**src/core/ctr_edge_map.vh**
```
// Address map, field positions and reset values of the counter and edge block
`ifndef CTR_EDGE_MAP_VH
`define CTR_EDGE_MAP_VH
`define ADDR_PORT_A 12'h080
`define ADDR_PORT_B 12'h081
`define ADDR_PORT_C 12'h082
`define ADDR_PORT_D 12'h083
`define ADDR_RELOAD_UPPER 12'h084
`define ADDR_RELOAD_LOWER 12'h085
`define ADDR_COUNT_UPPER 12'h086
`define ADDR_COUNT_LOWER 12'h087
`define ADDR_PRESET 12'h088
`define ADDR_CLR_RISE 12'h089
`define ADDR_CLR_FALL 12'h08a
`define ADDR_CONTROL 12'h08f
`define CTL_OVF_BIT 7
`define CTL_RISE_BIT 6
`define CTL_FALL_BIT 5
`define CTL_CNT_IE_BIT 4
`define CTL_RISE_IE_BIT 3
`define CTL_FALL_IE_BIT 2
`define CTL_MODE_HI_BIT 1
`define CTL_MODE_LO_BIT 0
`define CTL_WRITE_MASK 8'h1f
`define CTL_RESET 8'h00
`define PORT_RESET 8'hff
`define MODE_INTERVAL 2'h0
`define MODE_PULSE_GEN 2'h1
`define MODE_EVENT 2'h2
`define MODE_WIDTH 2'h3
`endif

```
**src/core/ctr_edge_io.v**
```verilog
// Counter/latch, edge detectors, control register and four ports
`include "ctr_edge_map.vh"
`default_nettype none

module ctr_edge_io #(
   parameter WIDTH = 16
) (
   // Clock and reset
   input wire i_clk_sys,
   input wire i_reset_n,
   // Processor access
   input wire [11:0] i_addr,
   input wire i_wr,
   input wire i_rd,
   input wire [7:0] i_wdata,
   output reg [7:0] o_rdata,
   // Interrupt request
   output reg o_irq,
   // Port pins
   input wire [7:0] i_port_a,
   input wire [7:0] i_port_b,
   input wire [7:0] i_port_c,
   input wire [7:0] i_port_d,
   output reg [7:0] o_port_a_oe,
   output reg [7:0] o_port_b_oe,
   output reg [7:0] o_port_c_oe,
   output reg [7:0] o_port_d_oe,
   // Counter line pin
   input wire i_counter_io_line,
   output reg o_counter_io_line_oe
);

   // -------------------------------------------------------------
   // Pin synchronisers
   // -------------------------------------------------------------
   wire [32:0] pin_raw = {i_counter_io_line, i_port_d, i_port_c,
      i_port_b, i_port_a};
   reg [32:0] sync1_q;
   reg [32:0] sync2_q;
   reg [32:0] sync3_q;
   reg [32:0] pin_q;
   reg [32:0] pin_prev_q;
   wire [32:0] pin_d;
   genvar g;
   generate
      for (g = 0; g < 33; g = g + 1) begin : g_pin
         assign pin_d[g] = (sync2_q[g] == sync3_q[g]) ? sync3_q[g] :
            pin_q[g];
      end
   endgenerate

   always @(posedge i_clk_sys or negedge i_reset_n) begin
      if (!i_reset_n) begin
         sync1_q <= {33{1'b1}};
         sync2_q <= {33{1'b1}};
         sync3_q <= {33{1'b1}};
         pin_q <= {33{1'b1}};
         pin_prev_q <= {33{1'b1}};
      end else begin
         sync1_q <= pin_raw;
         sync2_q <= sync1_q;
         sync3_q <= sync2_q;
         pin_q <= pin_d;
         pin_prev_q <= pin_q;
      end
   end

   // -------------------------------------------------------------
   // Decode
   // -------------------------------------------------------------
   wire wr_port_a = i_wr && (i_addr == `ADDR_PORT_A);
   wire wr_port_b = i_wr && (i_addr == `ADDR_PORT_B);
   wire wr_port_c = i_wr && (i_addr == `ADDR_PORT_C);
   wire wr_port_d = i_wr && (i_addr == `ADDR_PORT_D);
   wire wr_rel_hi = i_wr && (i_addr == `ADDR_RELOAD_UPPER);
   wire wr_rel_lo = i_wr && (i_addr == `ADDR_RELOAD_LOWER);
   wire wr_preset = i_wr && (i_addr == `ADDR_PRESET);
   wire wr_clr_rise = i_wr && (i_addr == `ADDR_CLR_RISE);
   wire wr_clr_fall = i_wr && (i_addr == `ADDR_CLR_FALL);
   wire wr_ctl = i_wr && (i_addr == `ADDR_CONTROL);
   wire rd_cnt_lo = i_rd && (i_addr == `ADDR_COUNT_LOWER);

   // -------------------------------------------------------------
   // Edge detection
   // -------------------------------------------------------------
   // Rising edge on line 0
   wire rise_evt = pin_q[0] && !pin_prev_q[0];
   wire fall_evt = !pin_q[1] && pin_prev_q[1];
   wire counter_io_line_rise = pin_q[32] && !pin_prev_q[32];

   // -------------------------------------------------------------
   // Control register
   // -------------------------------------------------------------
   reg [7:0] ctl_q;
   reg [7:0] ctl_d;
   reg [WIDTH-1:0] latch_q;
   reg [WIDTH-1:0] latch_d;
   reg [WIDTH-1:0] count_q;
   reg [WIDTH-1:0] count_d;
   reg counter_io_line_level_q;
   reg counter_io_line_level_d;
   reg dec;
   reg ovf;
   wire [1:0] mode = {ctl_q[`CTL_MODE_HI_BIT], ctl_q[`CTL_MODE_LO_BIT]};

   // -------------------------------------------------------------
   // Counter and latch
   // -------------------------------------------------------------
   always @* begin
      latch_d = latch_q;
      count_d = count_q;
      counter_io_line_level_d = counter_io_line_level_q;
      dec = 1'b0;
      case (mode)
         `MODE_INTERVAL: dec = 1'b1;
         `MODE_PULSE_GEN: dec = 1'b1;
         `MODE_EVENT: dec = counter_io_line_rise;
         `MODE_WIDTH: dec = !pin_q[32];
         default: dec = 1'b0;
      endcase
      ovf = dec && (count_q == {WIDTH{1'b0}});
      if (wr_rel_hi || wr_preset) begin
         latch_d[WIDTH-1:8] = i_wdata;
      end
      if (wr_rel_lo) begin
         latch_d[7:0] = i_wdata;
      end
      // Preset uses freshly stored upper byte
      if (wr_preset) begin
         count_d = {i_wdata, latch_q[7:0]};
      end else if (ovf) begin
         count_d = latch_q;
      end else if (dec) begin
         count_d = count_q - {{(WIDTH-1){1'b0}}, 1'b1};
      end
      if (mode == `MODE_PULSE_GEN) begin
         if (ovf != wr_preset) begin
            counter_io_line_level_d = !counter_io_line_level_q;
         end
      end else begin
         counter_io_line_level_d = 1'b1;
      end
   end

   always @(posedge i_clk_sys) begin
      latch_q <= latch_d;
      count_q <= count_d;
   end

   always @* begin
      ctl_d = ctl_q;
      if (wr_ctl) begin
         ctl_d = (ctl_q & ~`CTL_WRITE_MASK) | (i_wdata & `CTL_WRITE_MASK);
      end
      if (rd_cnt_lo || wr_preset) begin
         ctl_d[`CTL_OVF_BIT] = 1'b0;
      end
      if (wr_clr_rise) begin
         ctl_d[`CTL_RISE_BIT] = 1'b0;
      end
      if (wr_clr_fall) begin
         ctl_d[`CTL_FALL_BIT] = 1'b0;
      end
      if (ovf) begin
         ctl_d[`CTL_OVF_BIT] = 1'b1;
      end
      if (rise_evt) begin
         ctl_d[`CTL_RISE_BIT] = 1'b1;
      end
      if (fall_evt) begin
         ctl_d[`CTL_FALL_BIT] = 1'b1;
      end
   end

   // -------------------------------------------------------------
   // Ports, counter line and interrupt
   // -------------------------------------------------------------
   reg [7:0] port_a_q;
   reg [7:0] port_b_q;
   reg [7:0] port_c_q;
   reg [7:0] port_d_q;
   wire [7:0] ctl_next_irq = ctl_d;
   wire irq_d = (ctl_next_irq[`CTL_RISE_BIT] &&
      ctl_next_irq[`CTL_RISE_IE_BIT]) ||
      (ctl_next_irq[`CTL_FALL_BIT] && ctl_next_irq[`CTL_FALL_IE_BIT]) ||
      (ctl_next_irq[`CTL_OVF_BIT] && ctl_next_irq[`CTL_CNT_IE_BIT]);
   wire [1:0] mode_d = {ctl_d[`CTL_MODE_HI_BIT], ctl_d[`CTL_MODE_LO_BIT]};

   always @(posedge i_clk_sys or negedge i_reset_n) begin
      if (!i_reset_n) begin
         ctl_q <= `CTL_RESET;
         counter_io_line_level_q <= 1'b1;
         o_counter_io_line_oe <= 1'b0;
      end else begin
         ctl_q <= ctl_d;
         counter_io_line_level_q <= counter_io_line_level_d;
         // Output only in modes 0 and 1
         o_counter_io_line_oe <= !mode_d[1] && !counter_io_line_level_d;
      end
   end

   // -------------------------------------------------------------
   // Interrupt request
   // -------------------------------------------------------------
   always @(posedge i_clk_sys or negedge i_reset_n) begin
      if (!i_reset_n) begin
         o_irq <= 1'b0;
      end else begin
         o_irq <= irq_d;
      end
   end

   // -------------------------------------------------------------
   // Port output registers
   // -------------------------------------------------------------
   always @(posedge i_clk_sys or negedge i_reset_n) begin
      if (!i_reset_n) begin
         port_a_q <= `PORT_RESET;
         o_port_a_oe <= 8'h00;
      end else begin
         if (wr_port_a) begin
            port_a_q <= i_wdata;
         end
         o_port_a_oe <= wr_port_a ? ~i_wdata : ~port_a_q;
      end
   end

   always @(posedge i_clk_sys or negedge i_reset_n) begin
      if (!i_reset_n) begin
         port_b_q <= `PORT_RESET;
         o_port_b_oe <= 8'h00;
      end else begin
         if (wr_port_b) begin
            port_b_q <= i_wdata;
         end
         o_port_b_oe <= wr_port_b ? ~i_wdata : ~port_b_q;
      end
   end

   always @(posedge i_clk_sys or negedge i_reset_n) begin
      if (!i_reset_n) begin
         port_c_q <= `PORT_RESET;
         o_port_c_oe <= 8'h00;
      end else begin
         if (wr_port_c) begin
            port_c_q <= i_wdata;
         end
         o_port_c_oe <= wr_port_c ? ~i_wdata : ~port_c_q;
      end
   end

   always @(posedge i_clk_sys or negedge i_reset_n) begin
      if (!i_reset_n) begin
         port_d_q <= `PORT_RESET;
         o_port_d_oe <= 8'h00;
      end else begin
         if (wr_port_d) begin
            port_d_q <= i_wdata;
         end
         o_port_d_oe <= wr_port_d ? ~i_wdata : ~port_d_q;
      end
   end

   // -------------------------------------------------------------
   // Read data
   // -------------------------------------------------------------
   always @(posedge i_clk_sys or negedge i_reset_n) begin
      if (!i_reset_n) begin
         o_rdata <= 8'h00;
      end else if (i_rd) begin
         // Counter reads do not disturb it
         case (i_addr)
            `ADDR_PORT_A: o_rdata <= pin_q[7:0];
            `ADDR_PORT_B: o_rdata <= pin_q[15:8];
            `ADDR_PORT_C: o_rdata <= pin_q[23:16];
            `ADDR_PORT_D: o_rdata <= pin_q[31:24];
            `ADDR_COUNT_UPPER: o_rdata <= count_q[WIDTH-1:8];
            `ADDR_COUNT_LOWER: o_rdata <= count_q[7:0];
            `ADDR_CONTROL: o_rdata <= ctl_q;
            default: o_rdata <= 8'h00;
         endcase
      end
   end

endmodule // ctr_edge_io
`default_nettype wire

```
**config.mk**
```make
export PLATFORM = sky130hd
export DESIGN_NAME = ctr_edge_io
export DESIGN_NICKNAME = d
export VERILOG_FILES = /design/src/core/ctr_edge_io.v
export VERILOG_INCLUDE_DIRS = /design/src /design/src/core
export SDC_FILE = /design/constraint.sdc
export NUM_CORES = 1
export LEC_CHECK = 0
export ABC_AREA = 0
export BUFFER_PORTS_ARGS = -buffer_cell sky130_fd_sc_hd__buf_2
export CELL_PAD_IN_SITES_DETAIL_PLACEMENT = 0
export CELL_PAD_IN_SITES_GLOBAL_PLACEMENT = 2
export CORE_MARGIN = 10
export CORE_UTILIZATION = 42
export DETAILED_ROUTE_END_ITERATION = 16
export HOLD_SLACK_MARGIN = 0.12
export PLACE_DENSITY = 0.77
export RECOVER_POWER = 100
export SKIP_LAST_GASP = 1
export SLEW_MARGIN = 15
export SYNTH_ARGS = -nofsm -noshare
export SYNTH_HDL_FRONTEND = slang
export SYNTH_SLANG_ARGS = --single-unit
```
**constraint.sdc**
```tcl
create_clock -name i_clk_sys -period 3.4 [get_ports i_clk_sys]
set_clock_uncertainty 0.1 [all_clocks]
set_input_delay 0.17 -clock i_clk_sys [delete_from_list [all_inputs] [get_ports i_clk_sys]]
set_output_delay 0.17 -clock i_clk_sys [all_outputs]
set_load 0.1 [all_outputs]
```
==> results of run 1 <==
[layer usage]
layer	track usage (%)	vias up	routed length, um
met4	3.823	0	418
met3	2.802	33	950
li1	-	2483	-
met1	18.20	2721	8758
met2	22.68	116	9643
met5	0	-	0
[cell usage in the layout, fill, tap and decap left out, drive strengths merged, types with 6 or more instances in the layout]
cell	count
mux2	35
buf	53
maj3	33
clkbuf	94
a21oi	7
nand2	34
dlygate4sd3	49
mux2i	42
o21ai	19
nand3	8
edfxtp	32
nand2b	8
clkinv	6
nor2	18
xnor2	8
nor4	7
nor3	12
inv	9
xor2	7
a22oi	11
a31oi	7
dfstp	168
dfrtp	50
[worst max-delay path: stages]
cell and delay, ns:
dlygate4sd3_1 0.53, buf_2 0.12, or4b_2 0.72, dlygate4sd3_1 0.64, nor2_4 0.19, nand3_2 0.28
nor2_4 0.52, mux2_2 0.39
[final cells by class]
| class | instances | area (sq um) | area share [%] |
|---|---|---|---|
| flip-flops and latches | 250 | 6626 | 57.92 |
| multi-input cells | 320 | 2481 | 21.69 |
| clock inverters | 12 | 87.58 | 0.7656 |
| well taps | 280 | 350.3 | 3.062 |
| repair buffers | 158 | 998.5 | 8.728 |
| clock buffers | 38 | 873.3 | 7.634 |
| inverters | 6 | 22.52 | 0.1969 |
[cells by family (layout without fill, tap and decap cells)]
family / after synthesis / in the layout / share of synthesized area [%]
AND/OR/NAND/NOR: 122 / 122 / 7.477
buffers and inverters: 34 / 214 / 1.788
multiplexers: 77 / 77 / 8.755
adder cells (fa/ha/maj): 35 / 35 / 3.819
flip-flops: 250 / 250 / 71.22
XOR/XNOR: 15 / 15 / 1.493
AO/OA/AOI/OAI: 71 / 71 / 5.447
[through the flow]
stage / setup WS, ns / instances
after floorplan: 0.8624 / 604
after global placement: 0.8046 / 965
after detailed placement: 0.6927 / 965
after CTS: 0.1677 / 1064
after global routing: 0.06767 / 1064
final: 0.1776 / 1064
[sequential cells by signal, indices dropped and copies added (netlist names), 16 cells and up]
signal   flops
count_q     16
pin_q       33
sync1_q     33
latch_q     16
sync3_q     33
sync2_q     33
[power breakdown]
part | leakage, nW | internal (mW) | switching, mW
registers | 2.55 | 3.27 | 0.138
logic | 1.24 | 0.155 | 0.214
clock network | 0.474 | 1.81 | 1.20
[final timing paths]
check                         endpoint  cells after the start
min in group asynchronous   o_rdata[1]                      2
hold reg to reg            sync2_q[23]                      0
max in group asynchronous   sync3_q[8]                      3
setup reg to reg            count_q[3]                      5
hold / removal              o_rdata[1]                      4
setup / recovery           port_c_q[6]                      8
[what timing repair did]
item                                    4_1_cts  5_1_grt
resized for setup                             0        0
endpoints found under the setup margin        0        0
endpoints found under the hold margin       209        0
hold buffers                                 49        0
==> flow_summary.ini, run 1 <==
[run_status]
status = complete, but fails checks
violations = capacitance limit, slew limit

[pwr]
power_mw = 6.788
p_leak_nw = 4.265
max-vdd-ir-drop_mv = 0.4505
cellPowerDensity_mw_per_mm2 = 593.4

[synthesis]
yosysSeqAreaShare_pct = 71.22
synth_cell_types = 61
synth_area_per_cell_sq_um = 15.40
synth_nets = 663
synth_commonest_cells = 168 x dfstp_2, 50 x dfrtp_1, 42 x mux2i_1
synthFlopType = dfstp_2
synth_top_cell_by_area = dfstp_2
yosys-top-cells-area = dfstp_2 47%, dfrtp_1 13%, edfxtp_1 10%, mux2i_1 4.5%, mux2_2 4.0%
synth-seq-cells = 250
yosys_warnings = 0
synth_most_common_cell = dfstp_2
synth-edff-count = 32
syn_inst = 604
yosysTopAreaCellShare_pct = 47.44
syn_area_sq_mm = 0.009304
synthArstFlopShare_pct = 87.20

[die]
initial_utilization_pct = 42.63
die_w_um = 168.8
io_pins = 99
die_area_sq_mm = 0.02851
coreArea_sq_mm = 0.02182
row_count = 54
die_h_um = 168.8

[worst_setup_path]
reg2reg_from = count_q[7]
ff2ff_setup_slack_ns = 0.26
cp_data_required_time_ns = 3.76
path_class = primary input to flip-flop
critPathCaptureType = flip-flop
cp_data_arrival_time_ns = 3.58
worstPathMaxFanout = 16
startpoint = i_addr[6]
start_kind = primary input

[route]
drt-pass1-iter-count = 5
vias_per_cell = 5.031
wl_per_cell_um = 18.58
drc = 0
drtIter0Drc = 282
routed_wl_mm = 19.77
final_antenna_net_count = 0
vias = 5353

[clocking]
clockBufferDepth = 3
clock_latency_ns = 0.54
cts.sinks = 250
cts-buffers-inserted = 27
root_buffer = clkbuf_16
clkSlewWorstSetupHoldPaths_ns = 0.06
cts_tree = done
post_cts_buffers = 0
htreeDepth = 1

[final_layout]
drive_gt1_share_pct = 36.61
fin_nets = 822
fillers = 1867
diodes = 0
syn2layout_area_growth_pct = 22.96
post-route-util_pct = 52.42
stdcell_area_sq_mm = 0.01144

[placement]
gp_congestion = 0.8561
port_buffers = 98
placed_area_sq_mm = 0.01010
hpwl_mm = 13.52

[timing]
min_period_ns = 3.222
fin_crit_sh_pct = 94.78
slew_viol_final = 109
finalSetupTns_ns = 0
worst_pin_slew_ns = 2.631
maxSlewHeadroom_pct = -75.37
whs_ns = 0.1422
finalSetupViolations = 0
rsz0062_at_grt = false
finalHoldViolCount = 0
fmax_ghz = 0.3103

[hold_path]
holdCritStartpoint = i_addr[1]
hp-class = primary input to flip-flop

[grt]
grt_pass1_wl_mm = 31.93
grt_usage_pct = 13.82
gr-total-overflow = 0
antenna_found_initial = 0
grt_max_degree = 110
grt_pass1_vias = 5801

[run]
maxCapViolations = 1
(Power assumes the default switching activity.)
==> run 2, diff against run 1 <==
--- a/config.mk
+++ b/config.mk
@@ -15,7 +15,8 @@
 export DETAILED_ROUTE_END_ITERATION = 16
 export HOLD_SLACK_MARGIN = 0.12
 export PLACE_DENSITY = 0.77
-export RECOVER_POWER = 100
+export RECOVER_POWER = 50
+export SETUP_SLACK_MARGIN = 0.4
 export SKIP_LAST_GASP = 1
 export SLEW_MARGIN = 15
 export SYNTH_ARGS = -nofsm -noshare
==> constraint.sdc (replaced) <==
create_clock -name i_clk_sys -period 3.7 [get_ports i_clk_sys]
set_clock_uncertainty 0.1 [all_clocks]
set_input_delay 0.185 -clock i_clk_sys [delete_from_list [all_inputs] [get_ports i_clk_sys]]
set_output_delay 0.185 -clock i_clk_sys [all_outputs]
set_load 0.1 [all_outputs]
==> flow_summary.ini, run 2 (synthesis results as in run 1) <==
[worst_setup_path]
critPathTopFamily = simple AND/OR/NAND/NOR gates
path_cells = or4_4, or3_4, o31ai_4, a21oi_1, a21o_1
path_buf_inv = 0
critPathCaptureType = flip-flop
crit_path_max_incr_delay_ns = 0.58
path_class = flip-flop to flip-flop
cp_slowest_cell = or4_4
cp_data_required_time_ns = 3.87
start_kind = flip-flop
cp_data_arrival_time_ns = 2.86
worstPathMaxFanout = 17

[final_layout]
fin_nets = 814
syn2layout_area_growth_pct = 22.15
final_common_cell = dfstp_2
post-route-util_pct = 52.08
diodes = 0
drive_gt1_share_pct = 42.06
layout_common_cells = 132 x dfstp_2, 86 x buf_2, 50 x dfrtp_1, 44 x dlygate4sd3_1, 42 x mux2i_1
fillers = 1820

[route]
final_antenna_net_count = 0
drtIter0Drc = 274
wl_per_cell_um = 18.80
drc = 0
vias_per_cell = 5.035
routed_wl_mm = 19.84
vias = 5312
drt-pass1-iter-count = 5

[grt]
grt_pass1_vias = 5764
grt_pass1_wl_mm = 31.86
grt_usage_pct = 13.83
grt_max_degree = 130
gr-total-overflow = 0
antenna_found_initial = 0

[clocking]
post_cts_buffers = 0
cts-buffers-inserted = 26
cts_tree = done
clock_latency_ns = 0.53
root_buffer = clkbuf_16
cts.sinks = 250
clockBufferDepth = 3
clkSlewWorstSetupHoldPaths_ns = 0.06
htreeDepth = 1

[die]
die_w_um = 168.8
io_pins = 99
die_h_um = 168.8
coreArea_sq_mm = 0.02182
die_area_sq_mm = 0.02851
initial_utilization_pct = 42.63
row_count = 54

[timing]
slew_viol_final = 0
fmax_ghz = 0.3726
finalSetupTns_ns = 0
rsz0062_at_grt = false
finalHoldViolCount = 0
fin_crit_sh_pct = 72.54
finalSetupViolations = 0
min_period_ns = 2.684
worst_pin_slew_ns = 1.091
maxSlewHeadroom_pct = 26.61
whs_ns = 0.1611

[pwr]
cellPowerDensity_mw_per_mm2 = 527.5
power_mw = 5.995
max-vdd-ir-drop_mv = 0.3253
p_leak_nw = 4.292

[placement]
gp_congestion = 0.8656
port_buffers = 98
hpwl_mm = 13.51

[hold_path]
hp-class = primary input to flip-flop

[run]
maxCapViolations = 0

[run_status]
status = complete, no violations
## run 2: cell types whose count changed in the layout (fill, tap and decap cells not counted), sizes merged
| cell | change |
|---|---|
| clkinv | +1 |
| buf | +42 |
| dlygate4sd3 | -5 |
| inv | -2 |
| clkbuf | -42 |
| clkinvlp | -3 |
## run 2: path summary, 6_finish.rpt
| check | startpoint | endpoint | slack, ns | cells after the start |
|---|---|---|---|---|
| max in group asynchronous | i_reset_n | sync3_q[23] | 2.22 | 3 |
| hold reg to reg | sync1_q[15] | sync2_q[15] | 0.25 | 0 |
| setup / recovery | count_q[7] | count_q[3] | 1.02 | 5 |
| hold / removal | i_addr[11] | o_rdata[4] | 0.16 | 5 |
| setup reg to reg | count_q[7] | count_q[3] | 1.02 | 5 |
| min in group asynchronous | i_reset_n | o_rdata[0] | 0.29 | 2 |
## run 2: layout make-up
| type | count | area [sq um] | share of cell area [%] |
|---|---|---|---|
| clock buffer | 40 | 803.3 | 7.068 |
| clock inverter | 8 | 56.30 | 0.4954 |
| inverter | 6 | 22.52 | 0.1982 |
| multi-input combinational | 320 | 2511 | 22.10 |
| sequential | 250 | 6626 | 58.31 |
| tap | 280 | 350.3 | 3.083 |
| timing repair buffer | 151 | 994.7 | 8.753 |
## run 2: where the power goes
group | switching [mW] | internal (mW) | leakage [nW]
registers | 0.127 | 3.01 | 2.55
logic | 0.194 | 0.140 | 1.31
clock network | 1.03 | 1.50 | 0.432
## run 2: metrics by stage
| stage | worst slack, ns | cell area (sq um) | instances |
|---|---|---|---|
| after floorplan | 1.162 | 9304 | 604 |
| after global placement | 1.073 | 10080 | 963 |
| after detailed placement | 1.026 | 10080 | 963 |
| after CTS | 1.012 | 11380 | 1055 |
| after global routing | 0.8625 | 11360 | 1055 |
| final | 1.016 | 11360 | 1055 |
## run 2: repair_timing
item | in CTS | in global routing
resized for setup | 0 | 0
hold buffers | 44 | 0
hold endpoints to repair | 168 | 0
## run 2: tightest hold or removal path, delay by kind of cell
kind / cells / cell delay [ns]
compound gates: 1 / 0.09
buf+inv: 1 / 0.08
simple gates: 3 / 0.36
## run 2: routing by layer
layer,GRT usage (%),share of wire [%],up-vias
met5,0,0,-
met1,18.27,45,2688
li1,-,-,2469
met3,2.779,4.8,34
met2,22.85,48,121
met4,3.407,2.1,0
